File: config.mk
export PLATFORM = sky130hd
export DESIGN_NAME = rbk_register_bank
export DESIGN_NICKNAME = d
export VERILOG_FILES = /design/src/rbk_pkg.sv /design/src/rbk_register_bank.sv
export VERILOG_INCLUDE_DIRS = /design/src
export SDC_FILE = /design/constraint.sdc
export NUM_CORES = 1
export LEC_CHECK = 0
export BUFFER_PORTS_ARGS = -buffer_cell sky130_fd_sc_hd__buf_4
export CORE_UTILIZATION = 54
export CTS_CLUSTER_DIAMETER = 40
export DETAILED_ROUTE_END_ITERATION = 7
export PLACE_DENSITY = 0.85
export SYNTH_ARGS = -nofsm -noshare
export SYNTH_HDL_FRONTEND = slang
export SYNTH_SLANG_ARGS = --single-unit
File: constraint.sdc
create_clock -name CLK_IN -period 2.6 [get_ports CLK_IN]
set_clock_uncertainty 0.05 [all_clocks]
set_input_delay 0.26 -clock CLK_IN [delete_from_list [all_inputs] [get_ports CLK_IN]]
set_output_delay 0.26 -clock CLK_IN [all_outputs]
set_load 0.01 [all_outputs]
File: src/rbk_regs.svh
`ifndef RBK_REGS_SVH
`define RBK_REGS_SVH
`define RBK_ADDR_SP        8'h81
`define RBK_ADDR_SYS_CTL   8'hB1
`define RBK_ADDR_STATUS    8'hD0
`define RBK_ADDR_VER0      8'hFC
`define RBK_ADDR_VER1      8'hFD
`define RBK_ADDR_VER2      8'hFE
`define RBK_ADDR_PWR_EXT   8'h88
`define RBK_SP_RESET       8'h07
`define RBK_SYS_CTL_RESET  8'h20
`define RBK_SYS_CTL_WMASK  8'hCF
`define RBK_STATUS_RESET   8'h00
`define RBK_PWR_EXT_RESET  8'h00
`define RBK_PWR_EXT_WMASK  8'h90
`define RBK_MAP_BIT        0
`define RBK_BANK_LO_BIT    3
`define RBK_BANK_HI_BIT    4
`define RBK_SFR_BASE       8'h80
`define RBK_BANK_SPAN      8'h20
`endif
File: src/rbk_pkg.sv
package rbk_pkg;
   typedef enum logic [1:0] {
      RBK_SP_HOLD,
      RBK_SP_PUSH,
      RBK_SP_POP
   } rbk_sp_op_t;
endpackage

File: src/rbk_register_bank.sv
`timescale 1ns/10ps
`include "rbk_regs.svh"
module rbk_register_bank
   import rbk_pkg::*;
#(
   parameter logic [7:0] VER0_VALUE = 8'h5A, // Arbitrary identification value.
   parameter logic [7:0] VER1_VALUE = 8'h3C, // Arbitrary identification value.
   parameter logic [7:0] VER2_VALUE = 8'h02  // Arbitrary identification value.
)(
   input  wire logic       CLK_IN,
   input  wire logic       RST_B_IN,
   input  wire logic [2:0] REG_NUM_IN,
   input  wire logic       PTR_SEL_IN,
   input  wire logic [7:0] SFR_ADDR_IN,
   input  wire logic       SFR_DIRECT_IN,
   input  wire logic       SFR_WR_IN,
   input  wire logic [7:0] SFR_WDATA_IN,
   input  wire logic [1:0] SP_OP_IN,
   output logic      [7:0] REG_ADDR_OUT,
   output logic      [7:0] PTR_ADDR_OUT,
   output logic      [7:0] SP_OUT,
   output logic      [7:0] STACK_ADDR_OUT,
   output logic      [1:0] BANK_OUT,
   output logic            MAP_SEL_OUT,
   output logic      [7:0] SFR_RDATA_OUT,
   output logic            SFR_HIT_OUT,
   output logic            SFR_BIT_ADDR_OUT,
   output logic            IRAM_UPPER_OUT
);

   // ----------------------------------------------------------------
   // Reset synchroniser
   // ----------------------------------------------------------------
   // Reset takes hold at once but leaves two edges later, so no register
   // comes out of reset on an edge that could see a metastable level.
   logic rst_meta_q;
   logic rst_sync_q;

   always_ff @(posedge CLK_IN or negedge RST_B_IN) begin
      if (!RST_B_IN) begin
         rst_meta_q <= 1'b0;
         rst_sync_q <= 1'b0;
      end else begin
         rst_meta_q <= 1'b1;
         rst_sync_q <= rst_meta_q;
      end
   end

   // ----------------------------------------------------------------
   // Helpers
   // ----------------------------------------------------------------
   // Bank base times eight plus register number; bank space is 32 bytes.
   function automatic logic [7:0] bank_addr(input logic [1:0] bank, input logic [2:0] num);
      bank_addr = {3'h0, bank, num};
   endfunction

   function automatic logic [7:0] merge(input logic [7:0] old, input logic [7:0] nw, input logic [7:0] msk);
      merge = (old & ~msk) | (nw & msk);
   endfunction

   function automatic logic addr_is(input logic [7:0] addr, input logic [7:0] target);
      addr_is = (addr == target);
   endfunction

   // ----------------------------------------------------------------
   // Register state
   // ----------------------------------------------------------------
   logic [7:0] sp_q;
   logic [7:0] sp_d;
   logic [7:0] ctl_q;
   logic [7:0] ctl_d;
   logic [7:0] status_q;
   logic [7:0] status_d;
   logic [7:0] pwr_ext_q;
   logic [7:0] pwr_ext_d;

   // ----------------------------------------------------------------
   // Address decode
   // ----------------------------------------------------------------
   logic       sfr_space;
   logic       map_on;
   logic       sel_ctl;
   logic       sel_sp;
   logic       sel_status;
   logic       sel_ver0;
   logic       sel_ver1;
   logic       sel_ver2;
   logic       sel_pwr;
   logic       wr_ctl;
   logic       wr_sp;
   logic       wr_status;
   logic       wr_pwr;
   rbk_sp_op_t sp_op;

   assign sp_op      = rbk_sp_op_t'(SP_OP_IN);
   // Upper RAM shares these addresses; only direct accesses see the registers.
   assign sfr_space  = SFR_DIRECT_IN && (SFR_ADDR_IN >= `RBK_SFR_BASE);
   assign map_on     = ctl_q[`RBK_MAP_BIT];
   // System control answers in both areas, otherwise software could never
   // clear the map bit again once it is set.
   assign sel_ctl    = sfr_space && addr_is(SFR_ADDR_IN, `RBK_ADDR_SYS_CTL);
   assign sel_sp     = sfr_space && !map_on && addr_is(SFR_ADDR_IN, `RBK_ADDR_SP);
   assign sel_status = sfr_space && !map_on && addr_is(SFR_ADDR_IN, `RBK_ADDR_STATUS);
   // Version registers answer only in the standard area.
   assign sel_ver0   = sfr_space && !map_on && addr_is(SFR_ADDR_IN, `RBK_ADDR_VER0);
   assign sel_ver1   = sfr_space && !map_on && addr_is(SFR_ADDR_IN, `RBK_ADDR_VER1);
   assign sel_ver2   = sfr_space && !map_on && addr_is(SFR_ADDR_IN, `RBK_ADDR_VER2);
   assign sel_pwr    = sfr_space && map_on && addr_is(SFR_ADDR_IN, `RBK_ADDR_PWR_EXT);
   assign wr_ctl     = sel_ctl && SFR_WR_IN;
   assign wr_sp      = sel_sp && SFR_WR_IN;
   assign wr_status  = sel_status && SFR_WR_IN;
   assign wr_pwr     = sel_pwr && SFR_WR_IN;

   // ----------------------------------------------------------------
   // Stack pointer
   // ----------------------------------------------------------------
   // A push or pop in the same cycle as a software write wins and the write
   // is lost; the instruction engine never issues both at once.
   always_comb begin
      sp_d = sp_q;
      case (sp_op)
         RBK_SP_PUSH: begin
            sp_d = sp_q + 8'h01;
         end
         RBK_SP_POP: begin
            sp_d = sp_q - 8'h01;
         end
         RBK_SP_HOLD: begin
            if (wr_sp) begin
               sp_d = SFR_WDATA_IN;
            end
         end
         default: begin
            sp_d = sp_q;
         end
      endcase
   end

   always_ff @(posedge CLK_IN or negedge rst_sync_q) begin
      if (!rst_sync_q) begin
         sp_q <= `RBK_SP_RESET;
      end else begin
         sp_q <= sp_d;
      end
   end

   // ----------------------------------------------------------------
   // System control
   // ----------------------------------------------------------------
   // Bits 5 and 4 are fixed; the map bit changes only on a software write.
   always_comb begin
      ctl_d = ctl_q;
      if (wr_ctl) begin
         ctl_d = merge(ctl_q, SFR_WDATA_IN, `RBK_SYS_CTL_WMASK);
      end else begin
         ctl_d = ctl_q;
      end
   end

   always_ff @(posedge CLK_IN or negedge rst_sync_q) begin
      if (!rst_sync_q) begin
         ctl_q <= `RBK_SYS_CTL_RESET;
      end else begin
         ctl_q <= ctl_d;
      end
   end

   // ----------------------------------------------------------------
   // Program status word
   // ----------------------------------------------------------------
   // The whole byte is kept here; only the two bank select bits are used,
   // the flags belong to the arithmetic logic outside this block.
   always_comb begin
      status_d = status_q;
      if (wr_status) begin
         status_d = SFR_WDATA_IN;
      end else begin
         status_d = status_q;
      end
   end

   always_ff @(posedge CLK_IN or negedge rst_sync_q) begin
      if (!rst_sync_q) begin
         status_q <= `RBK_STATUS_RESET;
      end else begin
         status_q <= status_d;
      end
   end

   // ----------------------------------------------------------------
   // Extended power control
   // ----------------------------------------------------------------
   // Reachable only with the map bit set; with it clear the same address
   // belongs to a block outside this one.
   always_comb begin
      pwr_ext_d = pwr_ext_q;
      if (wr_pwr) begin
         pwr_ext_d = merge(pwr_ext_q, SFR_WDATA_IN, `RBK_PWR_EXT_WMASK);
      end else begin
         pwr_ext_d = pwr_ext_q;
      end
   end

   always_ff @(posedge CLK_IN or negedge rst_sync_q) begin
      if (!rst_sync_q) begin
         pwr_ext_q <= `RBK_PWR_EXT_RESET;
      end else begin
         pwr_ext_q <= pwr_ext_d;
      end
   end

   // ----------------------------------------------------------------
   // Operand addressing
   // ----------------------------------------------------------------
   logic [1:0] bank;
   logic [7:0] reg_addr;
   logic [7:0] ptr_addr;
   logic [7:0] stack_addr;

   assign bank = {status_q[`RBK_BANK_HI_BIT], status_q[`RBK_BANK_LO_BIT]};

   // Bank and register number together land in the low 32 bytes of RAM.
   always_comb begin
      reg_addr = bank_addr(bank, REG_NUM_IN);
      ptr_addr = bank_addr(bank, {2'b00, PTR_SEL_IN});
   end

   // Push writes at the incremented pointer, pop reads at the current one.
   always_comb begin
      stack_addr = sp_q;
      case (sp_op)
         RBK_SP_PUSH: begin
            stack_addr = sp_q + 8'h01;
         end
         RBK_SP_POP: begin
            stack_addr = sp_q;
         end
         default: begin
            stack_addr = sp_q;
         end
      endcase
   end

   // ----------------------------------------------------------------
   // Read data
   // ----------------------------------------------------------------
   logic [7:0] std_rdata;
   logic       std_hit;
   logic [7:0] map_rdata;
   logic       map_hit;
   logic [7:0] rdata;
   logic       hit;

   // Version registers have no state, so writes to them fall on nothing.
   always_comb begin
      std_rdata = 8'h00;
      std_hit   = 1'b1;
      case (1'b1)
         sel_sp: begin
            std_rdata = sp_q;
         end
         sel_status: begin
            std_rdata = status_q;
         end
         sel_ver0: begin
            std_rdata = VER0_VALUE;
         end
         sel_ver1: begin
            std_rdata = VER1_VALUE;
         end
         sel_ver2: begin
            std_rdata = VER2_VALUE;
         end
         default: begin
            std_rdata = 8'h00;
            std_hit   = 1'b0;
         end
      endcase
   end

   always_comb begin
      map_rdata = 8'h00;
      map_hit   = 1'b0;
      if (sel_pwr) begin
         map_rdata = pwr_ext_q;
         map_hit   = 1'b1;
      end
   end

   // At most one select is high; the order only fixes a priority for safety.
   always_comb begin
      rdata = 8'h00;
      hit   = 1'b0;
      if (sel_ctl) begin
         rdata = ctl_q;
         hit   = 1'b1;
      end else if (map_hit) begin
         rdata = map_rdata;
         hit   = 1'b1;
      end else if (std_hit) begin
         rdata = std_rdata;
         hit   = 1'b1;
      end
   end

   // ----------------------------------------------------------------
   // Area flags
   // ----------------------------------------------------------------
   logic       bit_addr;
   logic       upper_ram;

   // Bit addressing follows sfr_space and the low address bits only, whether or not a
   // register of this block answers at that address.
   always_comb begin
      bit_addr  = 1'b0;
      upper_ram = 1'b0;
      if (sfr_space) begin
         bit_addr = (SFR_ADDR_IN[2:0] == 3'h0);
      end
      if (!SFR_DIRECT_IN && (SFR_ADDR_IN >= `RBK_SFR_BASE)) begin
         upper_ram = 1'b1;
      end
   end

   // ----------------------------------------------------------------
   // Outputs
   // ----------------------------------------------------------------
   assign REG_ADDR_OUT     = reg_addr;
   assign PTR_ADDR_OUT     = ptr_addr;
   assign SP_OUT           = sp_q;
   assign STACK_ADDR_OUT   = stack_addr;
   assign BANK_OUT         = bank;
   assign MAP_SEL_OUT      = map_on;
   assign SFR_RDATA_OUT    = rdata;
   assign SFR_HIT_OUT      = hit;
   assign SFR_BIT_ADDR_OUT = bit_addr;
   assign IRAM_UPPER_OUT   = upper_ram;

endmodule

## Word level (Yosys, flattened, before mapping)

Index checks and enable logic that the tools add are counted.

| word-level totals | value |
|---|---|
| memories | 0 |
| memory bits (writable) | 0 |
| input port bits | 26 |
| flip-flop bits (word level) | 34 |
| bits in latches | 0 |
| ROM bits | 0 |

| operators by class | value |
|---|---|
| add/subtract/negate cells | 2 |
| $lt $le $gt $ge | 1 |
| bitwise operators | 2 |
| multiplexer cells | 23 |
| shifts and indexed selects | 0 |
| multipliers | 0 |
| divide/modulo/power cells | 0 |
| eq/ne operators | 10 |
| reduce and logical (&&, ||, !) cells | 21 |

Operators by type and width:

| cell | count |
|---|---|
| 8-bit two-way mux | 9 |
| 8-bit equality test, second input constant | 7 |
| 8-bit case mux with 3 select lines | 1 |
| 1-bit logical AND | 15 |
| 1-bit two-way mux | 11 |
| 8-bit by 1-bit adder with 8-bit output, second input constant | 1 |
| 8-bit greater-or-equal comparator, second input constant | 1 |
| 6-bit by 8-bit bitwise OR with 8-bit output | 1 |
| 7-bit by 8-bit bitwise OR with 8-bit output | 1 |
| 8-bit by 1-bit subtractor with 8-bit output, second input constant | 1 |
| 6-bit two-way mux | 1 |
| 3-bit logical NOT | 1 |
| 3-bit nonzero test | 1 |
| 2-bit by 1-bit equality test with 1-bit output, second input constant | 1 |
| 2-bit equality test, second input constant | 1 |
| 1-bit logical NOT | 2 |
| 2-bit logical NOT | 1 |
| 2-bit two-way mux | 1 |
| 2-bit inequality test, second input constant | 1 |
| 2-bit AND reduction | 1 |

## Longest topological paths before layout

| depth | value |
|---|---|
| depth after elaboration | 12 |
| gate-level depth with buffers | 7 |

## Least setup slack after synthesis

No wires, ideal clock.

| path | value |
|---|---|
| kind | flip-flop to flip-flop |
| start point | register sp_q[0] (netlist: SP_OUT[0]) |
| end point | register sp_q[6] (netlist: SP_OUT[6]) |
| clock period less this slack | 1.910 ns |
| slack | 0.690 ns |
| arrival time | 1.739 ns |
| cell stages (with the launch flop) | 8 |
| setup time | 0.121 ns |
| cells stage by stage | dfstp_2 buf_2 inv_1 ha_1 or3b_2 nor4_1 o22ai_1 a22o_1 |

| between the ends | value |
|---|---|
| word-level cells in the longest chain between the ends | 2 |

Ends and longest elaborated chain:

| item | RTL line | RTL |
|---|---|---|
| start, declared | rbk_register_bank.sv:68 | `logic [7:0] sp_q;` |
| start signal, assigned | rbk_register_bank.sv:141 | `` sp_q <= `RBK_SP_RESET; `` |
| start signal, assigned | rbk_register_bank.sv:143 | `sp_q <= sp_d;` |
| 8-bit by 1-bit subtractor with 8-bit output / 8-bit by 1-bit adder with 8-bit output (equally long branches) | rbk_register_bank.sv:126, rbk_register_bank.sv:123 |  |
| 8-bit case mux with 3 select lines (*) | rbk_register_bank.sv:121 | `case (sp_op)` |

Mark *: on every way between the ends. The rest lies on a longest branch, timed or not.
A chain may end at the register's enable or synchronous reset.

## Worst setup path in the final report

| path | value |
|---|---|
| start point | register ctl_q[0] |
| end point | output SFR_RDATA_OUT[6] |

| between the ends | value |
|---|---|
| word-level cells in the longest chain between the ends | 11 |

Ends and longest elaborated chain:

| item | RTL line | RTL |
|---|---|---|
| start, declared | rbk_register_bank.sv:70 | `logic [7:0] ctl_q;` |
| start signal, assigned | rbk_register_bank.sv:162 | `` ctl_q <= `RBK_SYS_CTL_RESET; `` |
| start signal, assigned | rbk_register_bank.sv:164 | `ctl_q <= ctl_d;` |
| 1-bit logical NOT | - |  |
| 1-bit logical AND | - |  |
| 1-bit logical AND | rbk_register_bank.sv:107 | `` assign sel_ver2 = sfr_space && !map_on && addr_is(SFR_ADDR_IN, `RBK_ADDR_VER2); `` |
| 1-bit two-way mux (5 in series) | rbk_register_bank.sv:258 | `case (1'b1)` |
| 8-bit two-way mux | rbk_register_bank.sv:300 | `end else if (std_hit) begin` |
| 8-bit two-way mux (*) | rbk_register_bank.sv:297 | `end else if (map_hit) begin` |
| 8-bit two-way mux (*) | rbk_register_bank.sv:294 | `if (sel_ctl) begin` |
| end, declared | rbk_register_bank.sv:25 | `output logic [7:0] SFR_RDATA_OUT,` |

Marks and branches as above.

==> results.txt <==
- Largest net degree at the start of global routing: 25
- After detailed routing, the met3 layer carries ~570 µm of wire.
- Counting flops with an async set or reset pin after synthesis yields a share of 100%.
* Antenna-violating nets left: 0
- For this design, the slowest cell found on the critical path is sky130_fd_sc_hd__dfrtp_1.
- 72 I/O pins were placed.
* Number of design rule violations left after detail routing: 0
- In the final layout, the multi-input gates occupy 1240 µm².
- For this run, the detailed router's first-pass iteration total came to 5.
- Summing the areas of all fa, ha and maj instances in the mapped netlist gives ~1.2% of the synthesized area.
- Share of final-layout standard cells stronger than drive strength 1: 30.9%
* Total of flip-flops plus latches after synthesis: 26
* Maximum fanout along the worst path: 8
* Worst vdd rail ir drop: around 0.48 mV
- The worst setup path is captured at an output port.
- Wire length the detailed router placed on met1: 2310 µm
- The worst hold path belongs to the class in2reg.
- The worst setup path is launched from a flop.
- Ranking of synthesized cells by area: sky130_fd_sc_hd__dfrtp_1, sky130_fd_sc_hd__mux2_2, sky130_fd_sc_hd__buf_4, sky130_fd_sc_hd__nand2_1, sky130_fd_sc_hd__dfstp_2
- Setup repair after global routing missed its margin: false
- Area share of the leading cell type in the synthesized netlist: 27.6%
- The routed design uses 2680 µm of met2 wire.
* Endpoints failing hold: 0
- The number of setup buffers added after CTS is 0.
- Setup-violating endpoint count in the final report: 0
- The most critical setup path has its startpoint at ctl_q[0].
- Summing internal, switching and leakage power gives 1.57 mW.
- Total vias in the final route: approximately 2100
- The root buffer cell chosen for the clock tree is sky130_fd_sc_hd__clkbuf_8.
* Total Die Area: 4110 µm²
* Number of rows in the core area: 22
* Fraction of synthesized cell area in xor and xnor cells: about 3%
* Total global routing overflow: 0
* Dominant synthesized flop cell: sky130_fd_sc_hd__dfrtp_1
- Yosys instantiated no cell more often than sky130_fd_sc_hd__dfrtp_1.
- Data on the critical path is required at its endpoint by 2.29 ns.
- Number of enable-type register cells in the synthesized netlist: 0
* Dominant cell type by area after synthesis: sky130_fd_sc_hd__dfrtp_1
* Max-slew violation count: 0
- Post-layout minimum cycle time: 2.41 ns
- Wire length of the first global-routing pass: 9490 µm
* Max stage delay on crit path: 0.48 ns
- The synthesized netlist devotes 25.7% of its cell area to simple gates.
- Compared with the post-synthesis result, the final layout area differs by 18.9%.
- Post-DR wirelength/cell: 17.5 µm
* Core area: 3690 µm²
- TritonCTS created 3 clock buffers.
* Via count of the first global-routing pass: 1952
* Clock insertion delay at the later pin of the skew report: 0.28 ns
* Vertical extent of the die: 64.1 µm
- In the global route stage, overall resource usage came out at approximately 30%.
- Crit share post-route: between 90 and 100%
- After clock tree synthesis, the flow added hold-fix buffers numbering 1.
- The initial antenna violation count is 0.
* Tightest slew margin relative to the limit: roughly a third
- # H-tree levels: 1
* Number of clock sinks seen by CTS: 26
- Gate count of the mapped netlist: 242
- Fraction of the yosys area taken by sequential cells: 31.4%
* Max-cap check violation count: 0
* Slew of the pin with the lowest slew margin: 1.00 ns
- The worst register-to-register path begins at SP_OUT[2].
* CTS Buffer Depth: 2
- Measured along the x axis, the die boundary spans 64.1 µm.
* Top routing layer used: met4
* Combinational family with the most area after synthesis: simple AND/OR/NAND/NOR gates
- The synthesized netlist occupies a cell area of 2080 µm².
- Total negative setup slack: 0 ns
* Mux contribution to synthesized area: between 9 and 10%
* Number of gates resized after CTS: 0
- Most numerous cell types in the synthesized netlist: sky130_fd_sc_hd__dfrtp_1, sky130_fd_sc_hd__nand2_1, sky130_fd_sc_hd__nor2_1, sky130_fd_sc_hd__buf_4, sky130_fd_sc_hd__mux2_2
- Once the floorplan was initialized, standard cells occupied 56.5% of the core.
* Outcome: finished, final reports clean
- Number of buffer and inverter stages on the critical path: 1
* Clock input transition at the sequential cells of the worst setup and hold paths: approximately 0.10 ns
- Counting the fill cells in the layout gives about 330.
- Dividing the synthesized area by the synthesized cell count gives 8.61 µm².
* Area of all sequential standard cells: 654 µm²
- At the worst endpoint, the arrival time is 2.10 ns.
- TritonCTS clock tree: yes
- # diodes: 0
- The final layout contains routed wiring with a total length of 5700 µm.
- Area fraction in compound gates after synthesis: 18.7%
- Path type of the worst setup path: reg2out
* Cell variety after synth: 58
- The startpoint identified for the worst hold timing path is SFR_WDATA_IN[1].
- CP Cell Sequence: nor4_1 > and3_1 > a32oi_1 > o21ai_0 > buf_4
- At the end of routability-driven placement, the weighted congestion stood at 0.918.
* Placed wire-length estimate: 3990 µm
- Yosys printed 0 warnings.
- Among cell families on the critical path, the largest total delay comes from simple AND/OR/NAND/NOR gates.
* Slack of the worst reg-to-reg path: 0.55 ns
* # port buffers: 55
- Cell area power density: 632 nW/µm²
- Lkg Pwr: approximately 1.2 nW
- Via-per-instance ratio: 6.38
- Number of nets at the end of the flow: 307
- Timing would allow up to 0.415 GHz.
- For this block, the initial DRC count from the detailed router was 213.
[placed cells by master (no fill, tap or decap), types with 2 or more instances in the layout]
cell	n
sky130_fd_sc_hd__a2111oi_0	2
sky130_fd_sc_hd__a211oi_1	2
sky130_fd_sc_hd__a21oi_1	5
sky130_fd_sc_hd__a221oi_1	3
sky130_fd_sc_hd__a222oi_1	3
sky130_fd_sc_hd__a32oi_1	3
sky130_fd_sc_hd__and3_1	3
sky130_fd_sc_hd__and3b_1	3
sky130_fd_sc_hd__buf_4	55
sky130_fd_sc_hd__clkbuf_8	3
sky130_fd_sc_hd__conb_1	9
sky130_fd_sc_hd__dfrtp_1	23
sky130_fd_sc_hd__dfstp_2	3
sky130_fd_sc_hd__ha_1	2
sky130_fd_sc_hd__inv_1	9
sky130_fd_sc_hd__mux2_2	16
sky130_fd_sc_hd__nand2_1	22
sky130_fd_sc_hd__nand2b_1	3
sky130_fd_sc_hd__nand3_1	11
sky130_fd_sc_hd__nor2_1	19
sky130_fd_sc_hd__nor2b_1	3
sky130_fd_sc_hd__nor3_1	4
sky130_fd_sc_hd__nor3b_1	4
sky130_fd_sc_hd__nor4_1	6
sky130_fd_sc_hd__o211ai_1	3
sky130_fd_sc_hd__o21ai_0	10
sky130_fd_sc_hd__o22ai_1	7
sky130_fd_sc_hd__o31a_1	2
sky130_fd_sc_hd__o32a_1	2
sky130_fd_sc_hd__or3_1	3
sky130_fd_sc_hd__or3b_2	2
sky130_fd_sc_hd__xnor2_1	3
sky130_fd_sc_hd__xor2_1	4
[registers in the layout, indices dropped and copies added, names as in the netlist]
register    cells
rst_meta_q      1
ctl_q           6
status_q        8
SP_OUT          8
rst_sync_q      1
pwr_ext_q       2
[routing by layer]
layer	vias to the layer above	global-route usage (%)
li1	947	-
met1	970	40.1
met2	143	46.3
met3	19	6.25
met4	0	13.1
met5	-	0
[through the flow]
step | utilization (%) | worst slack, ns | hold WS (ns) | cell area, µm² | cells
finish | 67.2 | 0.191 | 0.180 | 2480 | 326
CTS | 67.2 | 0.218 | 0.184 | 2480 | 326
global route | 67.2 | 0.0488 | 0.175 | 2480 | 326
detailed placement | 65.0 | 0.536 | -0.00741 | 2400 | 321
floorplan | - | 0.690 | -0.0856 | 2110 | 249
global placement | 65.0 | 0.527 | -0.00683 | 2400 | 321
[cell families after synthesis]
group	count (synthesis)
multiplexers	17
buffers and inverters	40
flip-flops	26
adder cells (fa/ha/maj)	2
AND/OR/NAND/NOR	95
XOR/XNOR	7
other	2
AO/OA/AOI/OAI	53
[worst reg2reg max path: stages, from the launching register on]
cell	delay, ns
sky130_fd_sc_hd__dfstp_2	0.70
sky130_fd_sc_hd__nand3_1	0.25
sky130_fd_sc_hd__or3_1	0.46
sky130_fd_sc_hd__a222oi_1	0.34
sky130_fd_sc_hd__o22ai_1	0.14
[path summary, 6_finish.rpt]
| kind | end | depth (start not counted) |
|---|---|---|
| worst max-delay path | SFR_RDATA_OUT[6] | 5 |
| worst min-delay path | ctl_q[1] | 2 |
| worst max register to register | SP_OUT[7] | 4 |
| worst min register to register | rst_sync_q | 0 |
| max in group asynchronous | SP_OUT[5] | 0 |
| min in group asynchronous | rst_meta_q | 2 |
[final cells by class]
class | instances | share of cell area (%)
clock buffers | 3 | 1.67
clock inverters | 1 | 1.21
inverters | 9 | 1.36
multi-input cells | 183 | 49.9
flip-flops and latches | 26 | 26.4
well taps | 48 | 2.42
repair buffers | 56 | 17.1
[power breakdown]
part	switching [mW]	internal, mW
Combinational	0.278	0.292
Clock	0.143	0.206
Sequential	0.174	0.472
Total	0.595	0.971
Power figures use the tool's default switching activity.
